## config.mk

```make
export PLATFORM = sky130hd
export DESIGN_NAME = dsrp_port
export DESIGN_NICKNAME = d
export VERILOG_FILES = /design/src/rtl/dsrp_pkg.sv /design/src/rtl/dsrp_port.sv
export VERILOG_INCLUDE_DIRS = /design/src /design/src/rtl
export SDC_FILE = /design/constraint.sdc
export NUM_CORES = 1
export LEC_CHECK = 0
export BUFFER_PORTS_ARGS = -buffer_cell sky130_fd_sc_hd__buf_4
export CAP_MARGIN = 20
export CORE_UTILIZATION = 28
export CTS_BUF_LIST = sky130_fd_sc_hd__clkbuf_4 sky130_fd_sc_hd__clkbuf_8 sky130_fd_sc_hd__clkbuf_16
export DETAILED_ROUTE_END_ITERATION = 6
export GPL_TIMING_DRIVEN = 1
export HOLD_SLACK_MARGIN = 0.05
export SLEW_MARGIN = 20
export SYNTH_ARGS = -nofsm -noshare
export SYNTH_HDL_FRONTEND = slang
export SYNTH_SLANG_ARGS = --single-unit
```

## constraint.sdc

```tcl
create_clock -name clk_sys -period 2.55 [get_ports clk_sys]
set_clock_uncertainty 0.15 [all_clocks]
set_input_delay 0 -clock clk_sys [delete_from_list [all_inputs] [get_ports clk_sys]]
set_output_delay 0 -clock clk_sys [all_outputs]
set_load 0.02 [all_outputs]
```

## src/rtl/dsrp_defs.svh

```systemverilog
// Constants for the dual serial register port: addresses, field positions,
// reset values and frame sizes.
// Assumes inclusion by bare name from the package and the port module.
`ifndef DSRP_DEFS_SVH
`define DSRP_DEFS_SVH

`define DSRP_SLAVE_ADDR 7'h47
`define DSRP_DIR_READ 1'b1
`define DSRP_DIR_WRITE 1'b0
`define DSRP_BYTE_LAST 3'h7
`define DSRP_I2C_BITS 4'h8
`define DSRP_SUB_INC_BIT 7
`define DSRP_SPI_RW_BIT 7
`define DSRP_SPI_MS_BIT 6
`define DSRP_ADDR_W 7
`define DSRP_DATA_W 8
`define DSRP_WIRE_MODE_RESET 1'b0
`define DSRP_TWO_WIRE_DIS_RESET 1'b0

`endif

```

## src/rtl/dsrp_pkg.sv

```systemverilog
// Types shared by the dual serial register port.
// Assumes the constants header is on the include path.
`include "dsrp_defs.svh"

package dsrp_pkg;

    typedef enum logic [3:0] {
        DSRP_I_IDLE,
        DSRP_I_ADDR,
        DSRP_I_SUB,
        DSRP_I_WDATA,
        DSRP_I_ACK,
        DSRP_I_RDATA,
        DSRP_I_MACK
    } dsrp_i2c_state_t;

    typedef struct packed {
        logic [2:0] cs;
        logic [2:0] scl;
        logic [2:0] sda;
    } dsrp_sync_t;

    typedef struct packed {
        logic strobe;
        logic [`DSRP_ADDR_W-1:0] addr;
        logic [`DSRP_DATA_W-1:0] data;
    } dsrp_write_t;

    typedef struct packed {
        dsrp_sync_t sync;
        dsrp_i2c_state_t ist;
        dsrp_i2c_state_t iret;
        logic [3:0] icnt;
        logic [`DSRP_DATA_W-1:0] ish;
        logic irw;
        logic iinc;
        logic idrive;
        logic [2:0] sbit;
        logic sphase;
        logic srw;
        logic sms;
        logic [`DSRP_DATA_W-1:0] ssh;
        logic [`DSRP_DATA_W-1:0] sosh;
        logic sdrive;
        logic [`DSRP_ADDR_W-1:0] ptr;
        dsrp_write_t wr;
        logic rd_strobe;
    } dsrp_state_t;

endpackage

```

## src/rtl/dsrp_port.sv

```systemverilog
// Slave serial access port that lets an outside master read and write the
// 8-bit registers, over a two-wire bus or a 4-wire / 3-wire SPI.
// Assumes the register file answers reg_rdata combinationally for
// reg_rd_addr on clk_sys, and that all pins arrive asynchronously.

// Overview of operation.
// The block sits between the shared serial pads and the register file. It
// never owns the registers; it only produces a pointer, read strobes and
// write strobes, and takes read data back combinationally.
//
// Pin handling.
// Every pad input passes a two-stage synchroniser before any decision is
// made, and a third stage gives the previous level for edge detection.
// An event on a pad therefore acts three clk_sys edges after it happens.
// The master's clock is never used as a clock here. It is sampled like any
// other pad and its rising and falling edges are found by comparison.
// The trade-off is a minimum pad level time of about three clk_sys cycles.
// Both bus rates and the bench's SPI clock leave a wide margin above that.
// Glitches shorter than one clk_sys period may be missed or seen once;
// the pads are expected to be clean, as the master drives them.
//
// Protocol choice.
// The select pad level alone picks the protocol. While it is high the SPI
// side is held at bit zero and undriven, and the two-wire side may run.
// While it is low the two-wire side is forced idle and its drive dropped.
// The two-wire disable input also forces the two-wire side idle, so a host
// that only speaks SPI cannot be confused by traffic on the clock pad.
//
// Two-wire slave.
// A start with the clock high opens the address byte. Bits are taken at
// each clock rise and the byte is judged at the falling edge that follows
// the eighth bit. A matching address with the busy input low is answered
// by pulling the data pad low until the next falling clock edge. Any other
// address, or a busy device, leaves the pad released and the slave waits
// for the next start. A stop anywhere returns it to idle.
// After a write address the next byte is the sub-address: it loads the
// shared pointer and the stepping flag. Each later byte is written at the
// falling edge that ends its eighth bit, then the pointer may step.
// After a read address the byte at the pointer is loaded when the address
// acknowledge ends and is shifted out one bit per falling clock edge.
// A low acknowledge from the master fetches the next byte; a high one
// ends the read and the slave stays quiet until a stop or a new start.
// A read with no sub-address first simply reuses the last pointer.
// The slave never stretches the clock, so it cannot make a fast master
// wait; this is why read data must come combinationally from the file.
//
// SPI slave.
// Frames open at the synchronised select fall. The first eight rising
// clock edges carry direction, stepping and the six-bit address; the
// pointer loads at the eighth. A write frame then takes a data byte per
// eight rises and strobes it at the last rise of the block.
// A read frame loads the byte at the pointer at the falling edge after
// the eighth rise and starts to drive it; each later falling edge shifts
// it by one bit and every eighth falls loads the next byte.
// The read byte goes out on the dedicated output pad in 4-wire mode and
// on the shared data pad in 3-wire mode, selected by the mode input.
// A block cut short by the select rise is dropped and never written.
//
// Shared pointer.
// Both protocols use one pointer, since only one of them can be active at
// a time. Its top bit is always zero after an SPI command, because the
// SPI address field is one bit narrower than the register address.
// The pointer steps after each whole data byte when stepping is enabled.
//
// Limitations.
// There is no general call, no ten-bit addressing and no clock stretching.
// A master that changes data while the clock is high, other than for a
// start or stop, will be read as a start or stop by this slave.
// The mode and disable inputs are expected to change only between frames;
// a change in mid-frame takes effect at once and may cut the transfer.
// Holding the clock enable low freezes every stage including the pads'
// synchronisers, so edges that come and go during the freeze are lost.
//
// Reset.
// The asynchronous reset clears every output and presets the synchroniser
// stages to the idle pad levels, which are high. This keeps the first
// edges after reset from being taken as a start, a stop or a select fall.
`timescale 1ns/100ps
`default_nettype none
`include "dsrp_defs.svh"

module dsrp_port
    import dsrp_pkg::*;
(
    input wire logic clk_sys,
    input wire logic reset,
    input wire logic clk_en,
    input wire logic chip_select_pin,
    input wire logic scl_spc_pin,
    input wire logic sda_in,
    output logic sda_out,
    output logic sda_oe,
    output logic serial_out_line,
    output logic serial_out_oe,
    input wire logic wire_mode_select,
    input wire logic two_wire_disable,
    input wire logic busy,
    output logic [`DSRP_ADDR_W-1:0] reg_rd_addr,
    output logic reg_rd_strobe,
    input wire logic [`DSRP_DATA_W-1:0] reg_rdata,
    output logic reg_wr_strobe,
    output logic [`DSRP_ADDR_W-1:0] reg_wr_addr,
    output logic [`DSRP_DATA_W-1:0] reg_wr_data
);

    dsrp_state_t st;
    dsrp_state_t next_st;

    logic cs_high;
    logic cs_fall;
    logic scl_rise;
    logic scl_fall;
    logic sda_lvl;
    logic i2c_start;
    logic i2c_stop;
    logic i2c_en;

    function automatic logic [`DSRP_ADDR_W-1:0] step_addr(
        input logic [`DSRP_ADDR_W-1:0] a,
        input logic en
    );
        step_addr = en ? a + 7'h01 : a;
    endfunction

    // Edges are taken from the second and third stages only, so the first
    // synchroniser stage never feeds any decision.
    assign cs_high = st.sync.cs[1];
    assign cs_fall = st.sync.cs[2] & ~st.sync.cs[1];
    assign scl_rise = st.sync.scl[1] & ~st.sync.scl[2];
    assign scl_fall = st.sync.scl[2] & ~st.sync.scl[1];
    assign sda_lvl = st.sync.sda[1];
    assign i2c_start = st.sync.scl[1] & st.sync.scl[2] &
                       st.sync.sda[2] & ~st.sync.sda[1];
    assign i2c_stop = st.sync.scl[1] & st.sync.scl[2] &
                      ~st.sync.sda[2] & st.sync.sda[1];
    assign i2c_en = cs_high & ~two_wire_disable;

    always_comb begin
        next_st = st;
        next_st.sync.cs = {st.sync.cs[1:0], chip_select_pin};
        next_st.sync.scl = {st.sync.scl[1:0], scl_spc_pin};
        next_st.sync.sda = {st.sync.sda[1:0], sda_in};
        next_st.wr.strobe = 1'b0;
        next_st.rd_strobe = 1'b0;

        // Two-wire slave. Sampling at the synchronised clock edges leaves
        // ample margin, since even a 400 kHz bus gives over 600 clk_sys
        // cycles per bit.
        if (!i2c_en) begin
            next_st.ist = DSRP_I_IDLE;
            next_st.idrive = 1'b0;
        end else if (i2c_stop) begin
            next_st.ist = DSRP_I_IDLE;
            next_st.idrive = 1'b0;
        end else if (i2c_start) begin
            next_st.ist = DSRP_I_ADDR;
            next_st.icnt = 4'h0;
            next_st.idrive = 1'b0;
        end else begin
            case (st.ist)
                DSRP_I_ADDR, DSRP_I_SUB, DSRP_I_WDATA: begin
                    if (scl_rise) begin
                        next_st.ish = {st.ish[6:0], sda_lvl};
                        next_st.icnt = st.icnt + 4'h1;
                    end else if (scl_fall && st.icnt == `DSRP_I2C_BITS) begin
                        next_st.icnt = 4'h0;
                        next_st.ist = DSRP_I_ACK;
                        next_st.idrive = 1'b1;
                        if (st.ist == DSRP_I_ADDR) begin
                            next_st.irw = st.ish[0];
                            next_st.iret = (st.ish[0] == `DSRP_DIR_READ) ?
                                           DSRP_I_RDATA : DSRP_I_SUB;
                            if (st.ish[7:1] != `DSRP_SLAVE_ADDR ||
                                busy) begin
                                next_st.ist = DSRP_I_IDLE;
                                next_st.idrive = 1'b0;
                            end
                        end else if (st.ist == DSRP_I_SUB) begin
                            next_st.ptr = st.ish[`DSRP_ADDR_W-1:0];
                            next_st.iinc = st.ish[`DSRP_SUB_INC_BIT];
                            next_st.iret = DSRP_I_WDATA;
                        end else begin
                            next_st.wr.strobe = 1'b1;
                            next_st.wr.addr = st.ptr;
                            next_st.wr.data = st.ish;
                            next_st.ptr = step_addr(st.ptr, st.iinc);
                        end
                    end
                end
                DSRP_I_ACK: begin
                    if (scl_fall) begin
                        next_st.idrive = 1'b0;
                        next_st.ist = st.iret;
                        if (st.iret == DSRP_I_RDATA) begin
                            next_st.ish = reg_rdata;
                            next_st.rd_strobe = 1'b1;
                            next_st.idrive = ~reg_rdata[7];
                        end
                    end
                end
                DSRP_I_RDATA: begin
                    if (scl_rise) begin
                        next_st.icnt = st.icnt + 4'h1;
                    end else if (scl_fall) begin
                        if (st.icnt == `DSRP_I2C_BITS) begin
                            next_st.icnt = 4'h0;
                            next_st.idrive = 1'b0;
                            next_st.ist = DSRP_I_MACK;
                            next_st.ptr = step_addr(st.ptr, st.iinc);
                        end else begin
                            next_st.ish = {st.ish[6:0], 1'b0};
                            next_st.idrive = ~st.ish[6];
                        end
                    end
                end
                DSRP_I_MACK: begin
                    // A master no-acknowledge ends the read; the slave then
                    // waits quietly for the stop or a repeated start.
                    if (scl_rise) begin
                        next_st.iret = sda_lvl ? DSRP_I_IDLE : DSRP_I_RDATA;
                    end else if (scl_fall) begin
                        next_st.ist = st.iret;
                        if (st.iret == DSRP_I_RDATA) begin
                            next_st.ish = reg_rdata;
                            next_st.rd_strobe = 1'b1;
                            next_st.idrive = ~reg_rdata[7];
                        end
                    end
                end
                default: begin
                    next_st.idrive = 1'b0;
                end
            endcase
        end

        // SPI slave, active only while select is low.
        if (cs_high || cs_fall) begin
            next_st.sbit = 3'h0;
            next_st.sphase = 1'b0;
            next_st.sdrive = 1'b0;
        end else begin
            if (scl_rise) begin
                next_st.ssh = {st.ssh[6:0], sda_lvl};
                next_st.sbit = st.sbit + 3'h1;
                if (st.sbit == `DSRP_BYTE_LAST) begin
                    next_st.sphase = 1'b1;
                    if (!st.sphase) begin
                        next_st.srw = st.ssh[6];
                        next_st.sms = st.ssh[5];
                        next_st.ptr = {1'b0, st.ssh[4:0], sda_lvl};
                    end else if (st.srw == `DSRP_DIR_WRITE) begin
                        next_st.wr.strobe = 1'b1;
                        next_st.wr.addr = st.ptr;
                        next_st.wr.data = {st.ssh[6:0], sda_lvl};
                        next_st.ptr = step_addr(st.ptr, st.sms);
                    end else begin
                        next_st.ptr = step_addr(st.ptr, st.sms);
                    end
                end
            end else if (scl_fall && st.sphase &&
                         st.srw == `DSRP_DIR_READ) begin
                if (st.sbit == 3'h0) begin
                    next_st.sosh = reg_rdata;
                    next_st.rd_strobe = 1'b1;
                    next_st.sdrive = 1'b1;
                end else begin
                    next_st.sosh = {st.sosh[6:0], 1'b0};
                end
            end
        end
    end

    always_ff @(posedge clk_sys or posedge reset) begin
        if (reset) begin
            st <= '0;
            st.sync.cs <= 3'h7;
            st.sync.scl <= 3'h7;
            st.sync.sda <= 3'h7;
            st.ist <= DSRP_I_IDLE;
            st.iret <= DSRP_I_IDLE;
        end else if (clk_en) begin
            st <= next_st;
        end
    end

    // Mode select and two-wire disable are held by the register file, whose
    // reset leaves them at 4-wire SPI with the two-wire slave enabled.
    always_comb begin
        if (st.sdrive && wire_mode_select) begin
            sda_oe = 1'b1;
            sda_out = st.sosh[7];
        end else begin
            sda_oe = st.idrive;
            sda_out = 1'b0;
        end
    end

    assign serial_out_oe = st.sdrive & ~wire_mode_select;
    assign serial_out_line = st.sosh[7];
    assign reg_rd_addr = st.ptr;
    assign reg_rd_strobe = st.rd_strobe;
    assign reg_wr_strobe = st.wr.strobe;
    assign reg_wr_addr = st.wr.addr;
    assign reg_wr_data = st.wr.data;

endmodule

`default_nettype wire

```

==> After elaboration in Yosys (flattened, before gate mapping) <==
Cells that the tools add are included.
{ "word_totals": {"register_bits": 78, "in_bits": 17, "out_inout_bits": 28, "wordCells": 198} }
{ "classes": {"addsub": 3, "eq_ne": 34, "mux": 87, "bitwise": 25, "reduce_logical": 28} }
{ "ops": {"columns": ["operator", "n"], "rows": [
  ["23-bit two-way mux", 5],
  ["24-bit two-way mux", 4],
  ["4-bit two-way mux", 17],
  ["16-bit two-way mux", 4],
  ["8-bit two-way mux", 8],
  ["5-bit != test, second input constant", 10],
  ["7-bit two-way mux", 7],
  ["8-bit one-hot mux with 4 select lines", 1],
  ["1-bit two-way mux", 27],
  ["9-bit AND reduction", 3],
  ["12-bit two-way mux", 2],
  ["4-bit by 3-bit equality test with 1-bit output, second input constant", 4],
  ["2-bit != test, second input constant", 8],
  ["4-bit one-hot mux with 2 select lines", 2],
  ["4-bit one-hot mux with 4 select lines", 1],
  ["1-bit inverter", 15],
  ["14-bit two-way mux", 1],
  ["7-bit one-hot mux with 2 select lines", 1],
  ["3-bit two-way mux", 4],
  ["4-bit != test, second input constant", 3],
  ["1-bit bitwise AND", 10],
  ["10-bit AND reduction", 1],
  ["2-bit nonzero test", 5],
  ["4-bit by 2-bit equality test with 1-bit output, second input constant", 2],
  ["25 further kinds", 32]
]} }

==> Logic depth before layout (Yosys ltp) <==
Gate-level depths: netlist of run 1.
{ "depth": {"ltp_word": 15, "depth_mapped": 10, "mapped_depth_nobuf": 7} }

==> Least setup slack after synthesis of run 1 <==
OpenSTA, ideal clock, no wires.
{ "synth_timing": {"kind": "register -> register", "startpoint": "register st[75] (netlist name)", "endpoint": "register st (netlist bit reg_wr_addr[6])", "setup_time_ns": 0.125, "t_arrival_ns": 2.180, "required_ns": 2.275, "path_slack_ns": 0.094, "stages_incl_launch_ff": 11, "path_buffers": 3, "cell_sequence": "dfstp_2 > inv_1 > ha_1 > nand2b_1 > buf_2 > nor2_4 > nand4_4 > a21o_1 > buf_6 > buf_6 > mux2_4"} }
{ "synth_via": {"elab_chain_cells": 13, "word_cells_on_any_way": 20, "classes_between": "mux (11); bitwise (8); reduce/logical (1)"} }
{ "synth_lines": {"columns": ["item", "line", "source"], "rows": [
  ["from (decl)", "dsrp_port.sv:106", "dsrp_state_t st;"],
  ["from (signal assigned)", "dsrp_port.sv:282", "st <= next_st;"],
  ["1-bit bitwise AND", "dsrp_port.sv:130", "assign scl_fall = st.sync.scl[2] & ~st.sync.scl[1];"],
  ["1-bit logical AND (no source line)", null, null],
  ["23-bit two-way mux", "dsrp_port.sv:165", "end else if (scl_fall && st.icnt == `DSRP_I2C_BITS) begin"],
  ["23-bit two-way mux", "dsrp_port.sv:162", "if (scl_rise) begin"],
  ["16-bit two-way mux", "dsrp_port.sv:160", "case (st.ist)"],
  ["24-bit two-way mux", "dsrp_port.sv:155", "end else if (i2c_start) begin"],
  ["24-bit two-way mux", "dsrp_port.sv:152", "end else if (i2c_stop) begin"],
  ["24-bit two-way mux", "dsrp_port.sv:149", "if (!i2c_en) begin"],
  ["16-bit two-way mux", "dsrp_port.sv:251", "end else if (st.srw == `DSRP_DIR_WRITE) begin"],
  ["16-bit two-way mux", "dsrp_port.sv:247", "if (!st.sphase) begin"],
  ["23-bit two-way mux", "dsrp_port.sv:245", "if (st.sbit == `DSRP_BYTE_LAST) begin"],
  ["23-bit two-way mux", "dsrp_port.sv:242", "if (scl_rise) begin"],
  ["24-bit two-way mux *", "dsrp_port.sv:237", "if (cs_high || cs_fall) begin"]
]} }
Mark *: on every way between the ends. The rest lies on a longest branch, timed or not.
A chain may end at the register's enable or synchronous reset.

==> Final worst setup path of run 1 <==
{ "layout_timing": {"startpoint": "register st[75] (netlist name)", "endpoint": "register st[53] (netlist name)"} }
{ "layout_via": {"elab_chain_cells": 5, "word_cells_on_any_way": 18, "classes_between": "eq/ne (4); mux (3); bitwise (10); reduce/logical (1)"} }
{ "layout_lines": {"columns": ["item", "line"], "rows": [
  ["1-bit bitwise AND", "dsrp_port.sv:132, dsrp_port.sv:134"],
  ["1-bit bitwise AND (on tied branches)", "dsrp_port.sv:134, dsrp_port.sv:132"],
  ["1-bit bitwise AND (on tied branches)", "dsrp_port.sv:135, dsrp_port.sv:133"],
  ["1-bit inverter (no source line)", null],
  ["10-bit AND reduction (no source line)", null]
]} }
Parallel ways exist; a longest one is shown, timed or not. The select of a mux whose other input is x is not followed.

==> impl_results.md, run 1 <==
* VDD IR-drop max at 0.281 mV
* Worst Path Required at 2.63 ns
* Skew-Pair Late Insertion Delay at 0.35 ns
* Layout Cells excl Fill at 765
* Clock sinks at 75
* Hold Startpoint: wire_mode_select
* Vias per cell at 5.15
* Synth area leaders: dfrtp_1, mux2_2, dfstp_2
* H-tree lvl count at 3
* Max-cap violations at 0
* Die height at 131 um
* Place WS at 0.0425 ns
* Post-synthesis register bit count at 75
* Sequential element share of the synthesized area at 40.3%
* Synth Flop Type: dfrtp_1
* DP Area at 0.00527 mm2
* Yosys top cell area share at 35.3%
* RSZ-0062 raised after global routing: no
* Worst Tran Pin Value at 0.635 ns
* DRC viols at 0
* Hold Path Stages at 3
* TNS Setup at 0 ns
* Cell count after synthesis at ~490
* R2r endpoint: st[53]
* Largest area contributor in the netlist: dfrtp_1
* Number of diodes at 0
* Pin count of the biggest net entering global routing at 50
* WL per Instance at 16.8 um
* Final worst path period share at 95.6%
* Clock period minus worst slack at roughly 2.4 ns
* Drt total wl at 12800 um
* Port Buffer Count at 44
* Hold EP: serial_out_oe
* Worst setup EP type: flip-flop
* Worst min-delay path class: in2out
* NumNets Final at 570
* Share of cells above drive strength 1 at between 30 and 40%
* Die Wd at 131 um
* TritonCTS clock tree: done
* Synthesized area at 0.00468 mm2
* Worst r2r src: st[75]
* Pwr per Cell Area at 559 mW/mm2
* Final Cell Area at between 0.005 and 0.006 mm2
* Yosys warns at 0
* CTS Buffer Depth at 2
* Core box area at 0.0161 mm2
* Placer Congestion at around 0.9
* Worst endpoint data arrival time at between 2 and 3 ns
* PnR worst setup slack at 0.113 ns
* Layout area overhead at 22.4%
* Distinct cells, synth at 68
* Crit-path max FO at 8
* Critical path class: reg2reg
* Syn_area_per_cell at 9.59 um2
* Initial antenna violation count at 0
* Clock root buffer: clkbuf_16
* Normalized max-slew margin at ~58%
* # setup viols final at 0
* Ports at 45
* Post-synth EDFFs at 0
* Leakage at 2.56 nW
* Outcome: complete, no violations
* CTS Buf Count at 9
* GRT Total Usage at 15.7%
* Cell depth of the worst flop-to-flop path at 7
* Final hold vios at 0
* F_max at 410 MHz
* # rows at 46
* Pwr Total at 3.20 mW
* Full die area at 0.0172 mm2
* Synth async-reset ratio at 100%
* Final Max Slew Viols at 0
* Reg2Reg Setup Slack at 0.11 ns
* Vias in the first global route at 3900
* Global-route wire length before repair at 21100 um
* Post-synthesis net count at 514
* GRT overflow at 0
* DR pass1 iterations at 5
* Post-route ant nets at 0
* Post-placement cell count at ~740
* Initial drt markers at 246
* Via Count at 3939
* Hpwl dp at 9750 um
* Crit path launch type: flip-flop
* Initial core utilization at 29.0%
* Worst-path clk slew at 0.06 ns
==> worst max path at each step <==
stage           start             end  slack (ns)
4_1_cts        st[75]          st[64]        0.02
2_1_floorplan  st[75]  reg_wr_addr[6]        0.09
3_5_place_dp   st[75]          st[62]        0.04
5_1_grt        st[75]  reg_rd_addr[0]       0.006
3_3_place_gp   st[75]          st[62]        0.13
6_report       st[75]          st[53]        0.11
==> stage by stage <==
stage | utilization (%) | hold slack (ns)
floorplan | - | -0.0719
global placement | 32.7 | -0.0403
CTS | 35.4 | 0.119
finish | 35.6 | 0.133
detailed placement | 32.7 | -0.0321
global route | 35.6 | 0.143
==> area by class of cell <==
type,instances,area (um2)
well taps,216,270
fillers,1656,10400
multi-input cells,334,2410
repair buffers,96,768
clock inverters,5,37.5
flip-flops and latches,75,1890
inverters,28,105
clock buffers,11,246
==> cells in the final DEF, fill, tap and decap left out, drive strengths merged, types with 5 or more instances in the layout <==
master	count
inv	29
o22ai	12
a31oi	9
mux2	43
and2	5
nand3	10
dfrtp	66
a211oi	5
nor2	20
o21ai	35
a21o	6
a22oi	13
nand4	9
clkbuf	11
a21oi	19
buf	82
nor2b	7
xor2	6
dlygate4sd3	14
mux2i	10
ha	9
nand2	41
dfstp	9
nor3	8
==> layer usage <==
metal	global-route usage (%)	up-vias	share of wire (%)	wire, um
met5	0	-	0	0
met4	7.24	0	2.8	362
met3	2.74	20	3.4	432
met2	26.1	78	49	6330
met1	19.7	1966	45	5720
li1	-	1875	-	-
==> sequential cells by signal (all words and copies together) (netlist names) <==
register	cells
st	44
reg_wr_data	8
reg_rd_addr	7
reg_wr_addr	7
next_st	5
cs_high	1
reg_rd_strobe	1
reg_wr_strobe	1
serial_out_line	1
==> synth_stat cells, types with 3 or more instances <==
library cell / number
a211o_1: 3
a211oi_1: 5
a21o_1: 6
a21oi_1: 18
a22oi_1: 13
a31oi_1: 9
a32oi_1: 4
and2_1: 5
buf_1: 5
buf_2: 7
buf_4: 22
buf_6: 3
clkbuf_1: 14
dfrtp_1: 66
dfstp_2: 9
ha_1: 9
inv_1: 28
mux2_2: 42
mux2i_1: 10
nand2_1: 41
nand2b_1: 4
nand3_1: 10
nand3b_1: 3
nand4_1: 8
nor2_1: 19
nor2b_1: 7
nor3_1: 8
o211ai_1: 4
o21ai_0: 34
o22ai_1: 12
o31ai_1: 3
xnor2_1: 3
xor2_1: 6
==> critical path, stage by stage (launching register included) <==
cell and delay [ns]:
dfstp_2 0.55, inv_1 0.06, ha_1 0.23, nand2b_2 0.26
o31ai_1 0.21, nand2_1 0.08, a211o_1 0.45, mux2_2 0.33
==> cells by family (layout without fill, tap and decap cells) <==
logic type,after synthesis,in the layout,share of synthesized area (%)
compound gates,136,136,19.1
xor+xnor,9,9,1.68
fa+ha+maj,9,9,2.41
buf+inv,79,140,8.77
flops,75,75,40.3
mux,53,53,12.6
simple gates,127,127,15.1
==> report_power, final <==
group | switching [mW] | internal (mW) | total, mW
Combinational | 0.328 | 0.280 | 0.608
Clock | 0.509 | 0.699 | 1.21
Sequential | 0.0964 | 1.29 | 1.39
==> repair_timing <==
action                                  CTS  global route
endpoints found under the setup margin    0            24
resized for setup                         0             9
setup buffers                             0             0
hold endpoints to repair                 49             0
hold buffers                             14             0
Note: power is estimated with default switching activity, not from simulation.
==> run 2: changes to the inputs <==
- ABC_AREA: not set -> 1
==> run 2 against run 1 <==
  * Utilization down 0.86 points
  * Global-route usage about the same
  * Combinational power up 18%
  * Worst hold slack worse by 0.071 ns
  * Clock power up 17%
  * Critical endpoint is now reg_wr_data[0]
  * Largest cell class unchanged
  * Highest routed layer unchanged
==> impl_results.md, run 2 <==
* Critical path class: reg2reg (unchanged)
* PnR worst setup slack at 0.243 ns (was 0.113 ns)
* WHS at 0.0618 ns (was 0.133 ns)
* Leakage at 2.64 nW (was 2.56 nW)
* Yosys warns at 0 (unchanged)
* VDD IR-drop max at 0.365 mV (was 0.281 mV)
* Post-synthesis net count at 650 (was 514)
* Clock root buffer: clkbuf_16 (unchanged)
* CTS Buffer Depth at 2 (unchanged)
* Placer Congestion at 0.896 (was 0.903)
* Final Max Slew Viols at 0 (unchanged)
* Initial core utilization at 28.8% (was 29.0%)
* Core Util, Final at 34.7% (was 35.6%)
* Largest register by flop count: st (unchanged)
* Vias per cell at 4.79 (was 5.15)
* Number of diodes at 0 (unchanged)
* Clock period minus worst slack at 2.31 ns (was 2.44 ns)
* Post-placement cell count at 863 (was 735)
* NumNets Final at 700 (was 570)
* Post-route ant nets at 0 (unchanged)
* Core box area at 0.0166 mm2 (was 0.0161 mm2)
* Final worst path period share at 90.5% (was 95.6%)
* Max-cap violations at 0 (unchanged)
* Synth Flop Type: dfrtp_1 (unchanged)
* Commonest cells post-synth: nand2_1, dfrtp_1, inv_1 (was dfrtp_1, mux2_2, nand2_1)
* Crit path launch type: flip-flop (unchanged)
* # setup viols final at 0 (unchanged)
* Initial antenna violation count at 0 (unchanged)
* Final hold vios at 0 (unchanged)
* Layout Cells excl Fill at 899 (was 765)
* Cell count after synthesis at 624 (was 488)
* Drt total wl at 13100 um (was 12800 um)
* Ports at 45 (unchanged)
* GRT Total Usage at 15.7% (about the same)
* CP cell instances: inv_1 > nor2_1 > nand2_2 > nor2_8 > inv_6 > nor2_8 > nand4_4 > buf_4 > a21oi_1 > o21ai_1 > o211ai_1 > nand2_1 (was inv_1 > ha_1 > nand2b_2 > o31ai_1 > nand2_1 > a211o_1 > mux2_2)
* CP peak stage delay at 0.53 ns (was 0.55 ns)
* Crit-path most repeated cell: nor2_8
* F_max at 434 MHz (was 410 MHz)
* Die Wd at 133 um (was 131 um)
* TNS Setup at 0 ns (unchanged)
* Die height at 133 um (was 131 um)
* Normalized max-slew margin at 62.4% (was 57.5%)
* RSZ-0062 raised after global routing: no (unchanged)
* DRC viols at 0 (unchanged)
* Layout area overhead at 20.4% (was 22.4%)
* Slowest cell on crit path: dfstp_2 (unchanged)
* Outcome: complete, no violations (unchanged)
* CTS Buf Count at 9 (unchanged)
* DR pass1 iterations at 5 (unchanged)
* Synthesized area at 0.00480 mm2 (was 0.00468 mm2)
* DP Area at 0.00525 mm2 (was 0.00527 mm2)
* # rows at 47 (was 46)
* Share of cells above drive strength 1 at 19.4% (was 30.8%)
* Post-synth EDFFs at 0 (unchanged)
* Port Buffer Count at 44 (unchanged)
* Distinct cells, synth at 53 (was 68)
* Final Cell Area at 0.00577 mm2 (was 0.00573 mm2)
* WL per Instance at 14.6 um (was 16.8 um)
* GRT overflow at 0 (unchanged)
* Worst min-delay path class: in2reg (was in2out)
* Synth async-reset ratio at 100% (unchanged)
* Pin count of the biggest net entering global routing at 76 (was 50)
* Synth area leaders: dfrtp_1, nand2_1, a21oi_1 (was dfrtp_1, mux2_2, dfstp_2)
* Commonest non-fill, non-tap cells in the layout: nand2_1, dfrtp_1, inv_1 (was buf_4, dfrtp_1, mux2_2)
* Largest area contributor in the netlist: dfrtp_1 (unchanged)
* Clock sinks at 75 (unchanged)
* Vias in the first global route at 4028 (was 3900)
* Worst endpoint data arrival time at 2.39 ns (was 2.52 ns)
* Post-synthesis register bit count at 75 (unchanged)
* Global-route wire length before repair at 21500 um (was 21100 um)
* Pwr per Cell Area at 650 mW/mm2 (was 559 mW/mm2)
* TritonCTS clock tree: done (unchanged)
* Full die area at 0.0177 mm2 (was 0.0172 mm2)
* Syn_area_per_cell at 7.69 um2 (was 9.59 um2)
* H-tree lvl count at 3 (unchanged)
* Pwr Total at 3.75 mW (was 3.20 mW)
* Place WS at 0.267 ns (was 0.0425 ns)
* Most common cell after layout, fill and taps aside: nand2_1 (was buf_4)
* Max reg flops at 44 (unchanged)
* Crit-path max FO at 18 (was 8)
* Via Count at 4303 (was 3939)
* Skew-Pair Late Insertion Delay at 0.35 ns (about the same)
* Hpwl dp at 9570 um (was 9750 um)
* PostCTS Resize Cnt at 0 (unchanged)
* Yosys top cell area share at 34.4% (was 35.3%)
* Count leader, synth: nand2_1 (was dfrtp_1)
* Sequential element share of the synthesized area at 39.4% (was 40.3%)
* Worst Tran Pin Value at 0.562 ns (was 0.635 ns)
* Worst-path clk slew at 0.06 ns (about the same)
* Worst setup EP type: flip-flop (unchanged)
* Worst Path Required at 2.63 ns (about the same)
* Initial drt markers at 387 (was 246)
run 2: cell types whose count changed after synthesis, sizes merged, moves of 10 or more:
cell | previous run | this run
nor2 | 20 | 39
nand3 | 10 | 36
inv | 28 | 73
o21ai | 35 | 70
a21oi | 19 | 53
mux2i | 10 | 0
nand2 | 41 | 163
mux2 | 43 | 1
run 2: layout make-up:
class	count	area, um2
fill	1720	10900
multi-input combinational	434	2330
sequential	75	1890
timing repair buffer	80	663
inverter	74	290
tap	220	275
clock buffer	10	239
clock inverter	6	88.8
run 2: power by group:
part | switching [mW] | internal, mW | leakage (nW) | total [mW]
registers | 0.237 | 1.38 | 0.898 | 1.62
logic | 0.464 | 0.254 | 1.59 | 0.718
clock network | 0.533 | 0.883 | 0.155 | 1.42
total | 1.23 | 2.52 | 2.64 | 3.75
run 2: logic make-up (layout without fill, tap and decap cells):
kind of cell,after synthesis,in the layout,share of synthesized area [%]
AO/OA/AOI/OAI,170,170,21.2
flip-flops,75,75,39.4
buffers and inverters,115,170,12.1
multiplexers,1,1,0.235
XOR/XNOR,3,3,0.548
AND/OR/NAND/NOR,251,251,24.3
adder cells (fa/ha/maj),9,9,2.35
run 2: metal layers:
metal	vias to the layer above	wire length, um	GRT usage (%)	share of wire (%)
li1	2170	-	-	-
met2	102	5700	23.6	43
met1	2014	6540	22.1	50
met3	17	637	3.56	4.9
met4	0	241	5.36	1.8
met5	-	0	0	0
run 2: final timing paths:
check                                 startpoint             end  slack [ns]  cells past startpoint
worst max-delay path                     cs_high  reg_wr_data[0]        0.24                     12
worst min-delay path            two_wire_disable          st[47]        0.06                      6
worst max register to register           cs_high  reg_wr_data[0]        0.24                     12
worst min register to register    reg_wr_addr[5]  reg_wr_addr[5]        0.34                      2
max in group asynchronous                  reset     next_st[75]        1.75                      4
min in group asynchronous                  reset  reg_wr_data[6]        0.15                      4
run 2: worst max-delay path: cells and delay by family, from the launching register on:
family,cells,cell delay (ns)
compound gates,3,0.32
buf+inv,3,0.36
flops,1,0.53
simple gates,6,0.83
run 2: timing repair:
action / in CTS / in global routing
buffers inserted: 0 / 0
hold buffers: 20 / 0
hold endpoints to repair: 104 / 0
setup endpoints to repair: 0 / 0
